===== config.mk =====
export PLATFORM = sky130hd
export DESIGN_NAME = isa_slave_addr
export DESIGN_NICKNAME = d
export VERILOG_FILES = /design/src/logic/isa_pkg.sv /design/src/logic/isa_slave_addr.sv
export VERILOG_INCLUDE_DIRS = /design/src /design/src/logic
export SDC_FILE = /design/constraint.sdc
export NUM_CORES = 1
export LEC_CHECK = 0
export BUFFER_PORTS_ARGS = -buffer_cell sky130_fd_sc_hd__buf_2
export CORE_MARGIN = 2
export CORE_UTILIZATION = 47
export DETAILED_ROUTE_END_ITERATION = 8
export GPL_TIMING_DRIVEN = 0
export PLACE_DENSITY_LB_ADDON = 0.08
export SYNTH_ARGS = -nofsm -noshare
export SYNTH_HDL_FRONTEND = slang
export SYNTH_SLANG_ARGS = --single-unit

===== constraint.sdc =====
create_clock -name pclk -period 2.1 [get_ports pclk]
set_input_delay 0.42 -clock pclk [delete_from_list [all_inputs] [get_ports pclk]]
set_output_delay 0.42 -clock pclk [all_outputs]
set_load 0.02 [all_outputs]

===== src/logic/isa_map.svh =====
`ifndef ISA_MAP_SVH
`define ISA_MAP_SVH

// Register indices; the byte address on the bus is four times the index.
`define ISA_IDX_PRIMARY 6'h02
`define ISA_IDX_RANGE 6'h03
`define ISA_IDX_DATA 6'h04
`define ISA_IDX_CTL 6'h05
`define ISA_IDX_STATUS 6'h08

// Field positions of slave_addressing_control.
`define ISA_CTL_GCEN 7
`define ISA_CTL_WIDE 6
`define ISA_CTL_DRIVE 5
`define ISA_CTL_RATE 4
`define ISA_CTL_RANGE 3
`define ISA_CTL_HI_MSB 2

// Reset values.
`define ISA_CTL_RST 8'h00
`define ISA_ADDR_RST 7'h00
`define ISA_BYTE_RST 8'h00

// Fixed bus codes.
`define ISA_GC_ADDR 8'h00
`define ISA_TENBIT_HDR 5'h1E
`define ISA_ACK_BIT 4'h8
// Bit count loaded at a start; the SCL fall that closes the start wraps it
// to zero, so that fall is not taken for a data bit.
`define ISA_PRE_BIT 4'hF
`define ISA_LAST_BIT 4'h7

`endif


===== src/logic/isa_pkg.sv =====
package isa_pkg;

	typedef enum logic [1:0] {
		ISA_IDLE = 2'b00,
		ISA_ADDR = 2'b01,
		ISA_ADDR2 = 2'b10,
		ISA_DATA = 2'b11
	} isa_state_t;

	typedef struct packed {
		logic [7:0] ctl;
		logic [6:0] a1;
		logic [6:0] ra;
		isa_state_t st;
		logic [3:0] cnt;
		logic [7:0] sh;
		logic [7:0] rx;
		logic rx_full;
		logic [7:0] tx;
		logic tx_valid;
		logic m10;
		logic addressed;
		logic rw;
		logic gc;
		logic ovr;
		logic scl_p;
		logic sda_p;
		logic sda_oe;
		logic scl_oe;
		logic drive_hi;
		logic [31:0] prdata;
		logic pready;
		logic pslverr;
	} isa_regs_t;

endpackage


===== src/logic/isa_slave_addr.sv =====
// Chosen here: the APB interface to the registers.
`timescale 1ns/1ns
`default_nettype none
`include "isa_map.svh"

module isa_slave_addr (
	input wire logic pclk,
	input wire logic presetn,
	input wire logic psel,
	input wire logic penable,
	input wire logic pwrite,
	input wire logic [7:0] paddr,
	input wire logic [31:0] pwdata,
	output logic [31:0] prdata,
	output logic pready,
	output logic pslverr,
	input wire logic scl_in,
	output logic scl_out,
	output logic scl_oe,
	input wire logic sda_in,
	output logic sda_out,
	output logic sda_oe,
	output logic pad_drive_high
);
	import isa_pkg::*;

	isa_regs_t q;
	isa_regs_t d;

	// Byte address of a register index; used by every decode below.
	function automatic logic [7:0] addr_of(input logic [5:0] idx);
		addr_of = {idx, 2'b00};
	endfunction

	// Pins only ever pull low, so the driven level is a constant zero.
	assign prdata = q.prdata;
	assign pready = q.pready;
	assign pslverr = q.pslverr;
	assign scl_out = 1'b0;
	assign sda_out = 1'b0;
	assign scl_oe = q.scl_oe;
	assign sda_oe = q.sda_oe;
	assign pad_drive_high = q.drive_hi;

	// Next-state logic for the bus slave and the I2C address engine.
	always_comb begin
		logic setup;
		logic acc;
		logic scl_rise;
		logic scl_fall;
		logic start;
		logic stop;
		logic hit;
		logic [6:0] a7;
		setup = psel & penable & ~q.pready;
		acc = psel & penable & q.pready;
		scl_rise = scl_in & ~q.scl_p;
		scl_fall = ~scl_in & q.scl_p;
		start = scl_in & q.scl_p & q.sda_p & ~sda_in;
		stop = scl_in & q.scl_p & ~q.sda_p & sda_in;
		hit = 1'b0;
		a7 = q.sh[7:1];
		d = q;
		d.scl_p = scl_in;
		d.sda_p = sda_in;
		// One wait state: data and error are registered on the same edge as pready.
		d.pready = setup;
		d.pslverr = 1'b0;
		if (setup) begin
			d.prdata = 32'h0;
			if (paddr == addr_of(`ISA_IDX_CTL)) begin
				d.prdata = {24'h0, q.ctl};
			end else if (paddr == addr_of(`ISA_IDX_PRIMARY)) begin
				d.prdata = {24'h0, q.a1, 1'b0};
			end else if (paddr == addr_of(`ISA_IDX_RANGE)) begin
				d.prdata = {24'h0, q.ra, 1'b0};
			end else if (paddr == addr_of(`ISA_IDX_DATA)) begin
				d.prdata = {24'h0, q.rx};
			end else if (paddr == addr_of(`ISA_IDX_STATUS)) begin
				d.prdata = {25'h0, q.scl_oe, q.ovr, q.gc, ~q.tx_valid,
					q.rx_full, q.rw, q.addressed};
			end else begin
				d.pslverr = 1'b1;
			end
		end
		// Writes and read side effects land on the edge that completes access.
		if (acc & pwrite) begin
			if (paddr == addr_of(`ISA_IDX_CTL)) begin
				d.ctl = pwdata[7:0];
			end else if (paddr == addr_of(`ISA_IDX_PRIMARY)) begin
				d.a1 = pwdata[7:1];
			end else if (paddr == addr_of(`ISA_IDX_RANGE)) begin
				d.ra = pwdata[7:1];
			end else if (paddr == addr_of(`ISA_IDX_DATA)) begin
				d.tx = pwdata[7:0];
				d.tx_valid = 1'b1;
			end
		end else if (acc & (paddr == addr_of(`ISA_IDX_DATA))) begin
			d.rx_full = 1'b0;
		end
		d.drive_hi = d.ctl[`ISA_CTL_DRIVE];
		// Bus engine runs after software so a hardware set beats a clear.
		if (stop) begin
			d.st = ISA_IDLE;
			d.sda_oe = 1'b0;
			d.scl_oe = 1'b0;
			d.addressed = 1'b0;
			d.m10 = 1'b0;
		end else if (start) begin
			// A repeated start keeps m10 so a 10-bit read can follow.
			d.st = ISA_ADDR;
			d.cnt = `ISA_PRE_BIT; // First fall after a start carries no bit.
			d.sda_oe = 1'b0;
			d.scl_oe = 1'b0;
			d.addressed = 1'b0;
			d.gc = 1'b0;
			d.ovr = 1'b0;
		end else if (q.st != ISA_IDLE) begin
			if (q.scl_oe) begin
				// SCL is held low; let go once the data register is served.
				if (q.rw ? q.tx_valid : ~q.rx_full) begin
					d.scl_oe = 1'b0;
					if (q.rw) begin
						d.sh = q.tx;
						d.tx_valid = 1'b0;
						d.sda_oe = ~q.tx[7];
					end
				end
			end else if (scl_rise && q.cnt < `ISA_ACK_BIT &&
				!(q.st == ISA_DATA && q.rw)) begin
				d.sh = {q.sh[6:0], sda_in};
			end else if (scl_rise && q.cnt == `ISA_ACK_BIT &&
				q.st == ISA_DATA && q.rw && sda_in) begin
				// Master refused the byte: stay off the bus until the next start or stop.
				d.st = ISA_IDLE;
			end else if (scl_fall && q.cnt == `ISA_LAST_BIT) begin
				d.cnt = `ISA_ACK_BIT;
				d.sda_oe = 1'b0;
				case (q.st)
					ISA_ADDR: begin
						if (q.ctl[`ISA_CTL_GCEN] &&
							q.sh == `ISA_GC_ADDR) begin
							d.gc = 1'b1;
							d.addressed = 1'b1;
							d.rw = 1'b0;
							d.st = ISA_DATA;
							d.sda_oe = 1'b1;
						end else if (!q.ctl[`ISA_CTL_WIDE]) begin
							// 7-bit: the high field plays no part here.
							hit = (a7 == q.a1) ||
								(q.ctl[`ISA_CTL_RANGE] && a7 > q.a1 &&
								a7 <= q.ra);
							d.addressed = hit;
							d.rw = q.sh[0];
							d.st = hit ? ISA_DATA : ISA_IDLE;
							d.sda_oe = hit;
						end else if (q.sh[7:3] == `ISA_TENBIT_HDR &&
							q.sh[2:1] == q.ctl[`ISA_CTL_HI_MSB -: 2]) begin
							// 10-bit header: write goes on, read needs m10.
							hit = ~q.sh[0] | q.m10;
							d.st = !hit ? ISA_IDLE :
								(q.sh[0] ? ISA_DATA : ISA_ADDR2);
							d.addressed = hit & q.sh[0];
							d.rw = q.sh[0];
							d.sda_oe = hit;
						end else begin
							d.st = ISA_IDLE;
						end
					end
					ISA_ADDR2: begin
						hit = q.sh == {q.ctl[0], q.a1};
						d.m10 = hit;
						d.addressed = hit;
						d.rw = 1'b0;
						d.st = hit ? ISA_DATA : ISA_IDLE;
						d.sda_oe = hit;
					end
					default: begin
						// Received byte goes to the data register unless it is full; then it is dropped and ovr is set.
						if (!q.rw) begin
							if (q.rx_full) begin
								d.ovr = 1'b1;
							end else begin
								d.rx = q.sh;
								d.rx_full = 1'b1;
							end
							d.sda_oe = 1'b1;
						end
					end
				endcase
			end else if (scl_fall && q.cnt == `ISA_ACK_BIT) begin
				d.cnt = 4'h0;
				d.sda_oe = 1'b0;
				if (q.st == ISA_DATA && q.rw) begin
					// Transmit always waits for a byte; nothing else to send.
					if (q.tx_valid) begin
						d.sh = q.tx;
						d.tx_valid = 1'b0;
						d.sda_oe = ~q.tx[7];
					end else begin
						d.scl_oe = 1'b1;
					end
				end else if (q.st == ISA_DATA) begin
					// Only rate independence stretches on receive; else overrun.
					d.scl_oe = q.ctl[`ISA_CTL_RATE] & d.rx_full;
				end
			end else if (scl_fall) begin
				d.cnt = q.cnt + 4'h1;
				if (q.st == ISA_DATA && q.rw) begin
					d.sh = {q.sh[6:0], 1'b0};
					d.sda_oe = ~q.sh[6];
				end
			end
		end
	end

	// All state is registered here; reset loads constants only.
	always_ff @(posedge pclk or negedge presetn) begin
		if (!presetn) begin
			q <= '{ctl: `ISA_CTL_RST, a1: `ISA_ADDR_RST, ra: `ISA_ADDR_RST,
				st: ISA_IDLE, cnt: 4'h0, sh: `ISA_BYTE_RST, rx: `ISA_BYTE_RST,
				tx: `ISA_BYTE_RST, scl_p: 1'b1, sda_p: 1'b1, prdata: 32'h0,
				default: 1'b0};
		end else begin
			q <= d;
		end
	end
endmodule
`default_nettype wire


==> results.md <==
- At the later pin of the worst-skew pair, clock insertion delay measures 0.36 ns.
- The floorplan has 35 rows.
- The worst hold path depth is 1.
- In this run the worst path has a maximum fanout of 8.
- The dominant cell type by area after synthesis is dfrtp_1.
- The combinational cell fraction of total power is ~32%.
- After synthesis, the largest family of logic cells by area is simple AND/OR/NAND/NOR gates.
- The largest net degree at the start of global routing is 47.
- The number of pins exceeding their max-slew limit in the final report is 0.
- Counting every sink on the clock net gives 73.
- The CTS root buffer is clkbuf_8.
- The number of nets at the end of the flow is roughly 620.
- 0 antenna diodes ended up in the layout.
- For this run, the detailed router's first-pass iteration total came to 5.
- The setup violation total in the final timing report is 0.
- Walking the worst path, the cells encountered are or2b_4 > nor2_4 > nor2_1 > o311ai_4 > buf_12 > mux2_4.
- The critical register-to-register path startpoint is q[38]$_DFF_PN1_.
- The wire length of the first global-routing pass is ~19000 microns.
- Once detail routing completed, the nets flagged for antenna violations numbered 0.
- The number of warnings reported in the yosys synthesis log is 0.
- The post-synthesis register bit count is between 70 and 80.
- The maximum operating frequency is between 0.4 and 0.5 GHz.
- Max-cap violations in this run came to 0.
- The H-tree generated during clock tree synthesis spans 3 levels.
- The parity-gate share of the synthesized area counting xor and xnor cells is between 2 and 2.5%.
- The data required time of the critical path is between 2 and 2.5 ns.
- In this run the power density over the cells is between 700 and 800 nW/um^2.
- The worst hold endpoint is q[37]$_DFF_PN1_.
- The portion of synthesized cell area occupied by the leading cell type is about 40%.
- In this run the deepest clock path goes through 2 buffers.
- After detailed routing, the number of vias per cell comes to around 5.5.
- The die height is approximately 100 microns.
- The dominant synthesized flop cell is dfrtp_1.
- The most frequent cell after synthesis is dfrtp_1.
- The sequential power share is between 30% and 40%.
- The actual slew at the worst max-slew pin is 0.556 ns.
- The residual overflow from global routing is 0.
- For this configuration, the core starts out at a cell density of approximately half.
- The kind of end point of the critical path is a flop.
- The netlist uses between 60 and 70 different library cells.
- The peak ir drop on the vdd network is ~0.37 mV.
- The count of mapped cells out of synthesis is 440.
- The fraction of registers with async set or reset after synthesis is between 90% and 100%.
- Setup repair after global routing could not meet its margin everywhere.
- The synthesized netlist occupies a cell area of between 4000 and 5000 sq um.
- In this run the static leakage power is 0.00289 uW.
- The initial antenna violation count was 0.
- In the finished design, the share of the clock period the worst path needs comes to about 98%.
- Yosys attributes the largest share of cell area to dfrtp_1 39%, mux2_2 9.1%, buf_4 5.6%, ha_1 5.5%, nand2_1 3.3%.
- The worst path needs ~2.1 ns of the cycle, external delays included.
- Once placement completed, the tool counted placed cells totaling 630.
- Cells with a size suffix above 1 make up about two fifths of the layout.
- The area share of and/or/nand/nor cells after synthesis is between 10% and 20%.
- The clock transition at the register clock pins on the worst setup and hold paths after CTS is ~0.09 ns.
- The post-synthesis to final-layout area growth is 26.4%.
- In this run the tool buffered the top-level ports with 35 buffer cells.
- In the synthesized netlist, mux cells make up a little under an eighth of the area.
- In this run the tightest slew margin relative to its limit is between 60% and 70%.
- The critical path is of the reg2reg type.
- TritonCTS created 9 clock buffers.
- In the final routed layout, each cell accounts on average for 17.8 microns.
- Internal power comes to 3010 uW.
- In this run the most critical hold path is launched from sda_in.
- Across every metal layer, demand over resource in global routing totals around a quarter.
- The flow ran to the end, and the final reports show no timing, DRC or antenna violations.
- The synthesized design contains 0 enable-type register cells.
- The finished layout holds ~700 standard cells, fillers aside.
- The delay of the slowest critical-path stage is just under 0.6 ns.
- In this run the critical register-to-register path is captured at q[63]$_DFFE_PN0P_.
- After layout, the design draws a total of roughly 4500 uW.
- The worst setup path is launched from a flop.
- The utilization after layout is 61.8%.
- The data arrival time of the critical path is approximately 2.3 ns.
- The total I/O pin count is between 80 and 90.
- Summing all flip-flop and latch instances after layout gives around 1800 sq um.
- The worst reg2reg path depth is 6.
- Fill cells in the final layout number between 800 and 900.
- Net switching is approximately a third of the power.
- For this run, the register share of the synthesized area comes to 40.1%.
- After synthesis, the mean cell area works out to between 10 and 15 sq um.
- On the final layout, the worst clock skew is 0.0139 ns.
- The global placement routability congestion is between 0.9 and 1.
- The synthesized netlist devotes approximately 5.5% of its cell area to adder and majority cells.
- The number of hold violations in the final report is 0.
- The core region is roughly 9300 sq um.
- The horizontal die dimension is slightly above 100 microns.
- Setup slack on the worst reg-to-reg path comes out at approximately 0.038 ns.
- On the final layout, the worst hold slack is roughly 0.16 ns.
- The post-synthesis compound-gate area fraction is between 10% and 20%.
- The commonest cells after synthesis are 71 x dfrtp_1, 40 x nand2_1, 37 x mux2_2, 34 x buf_4, 27 x inv_1.
- The detailed router's first-iteration violation count is ~250.
- The number of remaining DRC errors is 0.
- TritonCTS built the clock tree.
- Summed over all nets, the half-perimeter wirelength after detailed placement is approximately 8600 microns.
- The switching component of the power is between 1000 and 1500 uW.
- The worst min-delay path class is in2reg.
- Of the total power, the clock network draws 31.2%.
- The floorplan die area is about 11000 sq um.
- In the final layout, the multi-input gates occupy 2580 sq um.
- The total via count after detailed routing is around 3800.
- After detailed routing, the total wire length is around 12000 microns.
- On the critical path, the stage with the largest delay is an instance of dfstp_2.
- The number of global-route vias before repair is between 3000 and 4000.
flip-flops by register name, summed over array words and instances (netlist names):
name and cells:
pready 1, q 61, pslverr 1, scl_oe 1, sda_oe 1, prdata 8
cell usage in the layout (no fill, tap or decap), drive strengths merged, types with 3 or more instances in the layout:
cell type  Yosys  layout
a21oi         20      20
o21ai         22      22
nor4b          3       3
buf           40     113
nor4           8       8
o221ai         3       3
nand3b         6       6
o31ai          5       5
nand4          6       6
bufinv         0       3
a21o           6       6
o21a           3       3
clkbuf         6      17
a22oi          5       5
dfrtp         71      71
ha            20      20
conb           1      26
mux2          45      45
and2           3       3
nor2b          4       4
nand2         40      40
xor2          11      11
inv           27      27
nand3          9       9
nor3          10      10
nor2          18      18
a222oi         7       7
worst max path at each step:
stage,to,slack (ns),from
3_3_place_gp,q[87]$_DFFE_PN0P_,-0.38,paddr[4]
6_report,q[63]$_DFFE_PN0P_,0.04,q[38]$_DFF_PN1_
4_1_cts,sda_oe$_DFFE_PN0P_,-0.02,q[75]$_DFFE_PN0P_
5_1_grt,sda_oe$_DFFE_PN0P_,-0.07,q[65]$_DFFE_PN0P_
2_1_floorplan,q[62]$_DFFE_PN0P_,0.008,q[70]$_DFFE_PN0P_
3_5_place_dp,q[85]$_DFFE_PN0P_,-0.42,paddr[4]
routing by layer:
layer  global-route usage (%)  vias up  wire length, microns
met5                        0        -                     0
met1                     30.8     1832                  5050
met3                     4.92       27                   924
met2                     39.2      152                  5910
li1                         -     1763                     -
met4                     10.4        0                   297
cell families after synthesis:
family / count (synthesis)
adder cells (fa/ha/maj): 20
XOR/XNOR: 12
multiplexers: 45
AO/OA/AOI/OAI: 93
flip-flops: 73
other: 1
AND/OR/NAND/NOR: 123
buffers and inverters: 73
through the flow:
step	setup TNS, ns	cell area (sq um)	setup slack (ns)
floorplan	0	4670	0.00845
global placement	-15.79	5000	-0.384
detailed placement	-17.06	5030	-0.422
CTS	-0.0210	5500	-0.0210
global route	-0.123	5760	-0.0716
finish	0	5760	0.0379
timing repair:
action | CTS | global route
pin swaps | 10 | 10
hold buffers | 1 | 0
endpoints found under the hold margin | 18 | 0
endpoints found under the setup margin | 27 | 38
buffers inserted | 16 | 22
gates resized for setup | 15 | 26
power by group through the flow:
stage | registers (uW) | clock network, uW | logic, uW
final | 1650 | 1400 | 1450
after CTS | 1640 | 1430 | 1290
after detailed placement | 1660 | 0 | 1130
after global placement | 1650 | 0 | 1110
after global routing | 1660 | 1490 | 1570
after floorplan | 1640 | 0 | 836
critical path: cells and delay by family (launching register included):
family | cells | cell delay, ns
DFF | 1 | 0.59
and+or+nand+nor | 3 | 0.59
muxes | 1 | 0.30
AOI/OAI and AO/OA | 1 | 0.27
buffers and inverters | 1 | 0.18
final cells by class:
cell class / count / share of cell area, %
repair buffers: 75 / 8.97
plain buffers: 44 / 5.41
clock inverters: 4 / 1.72
multi-input cells: 319 / 44.7
clock buffers: 12 / 2.69
inverters: 27 / 1.76
well taps: 129 / 2.80
flip-flops and latches: 73 / 31.9
No activity file was read; power rests on OpenSTA's default activity.
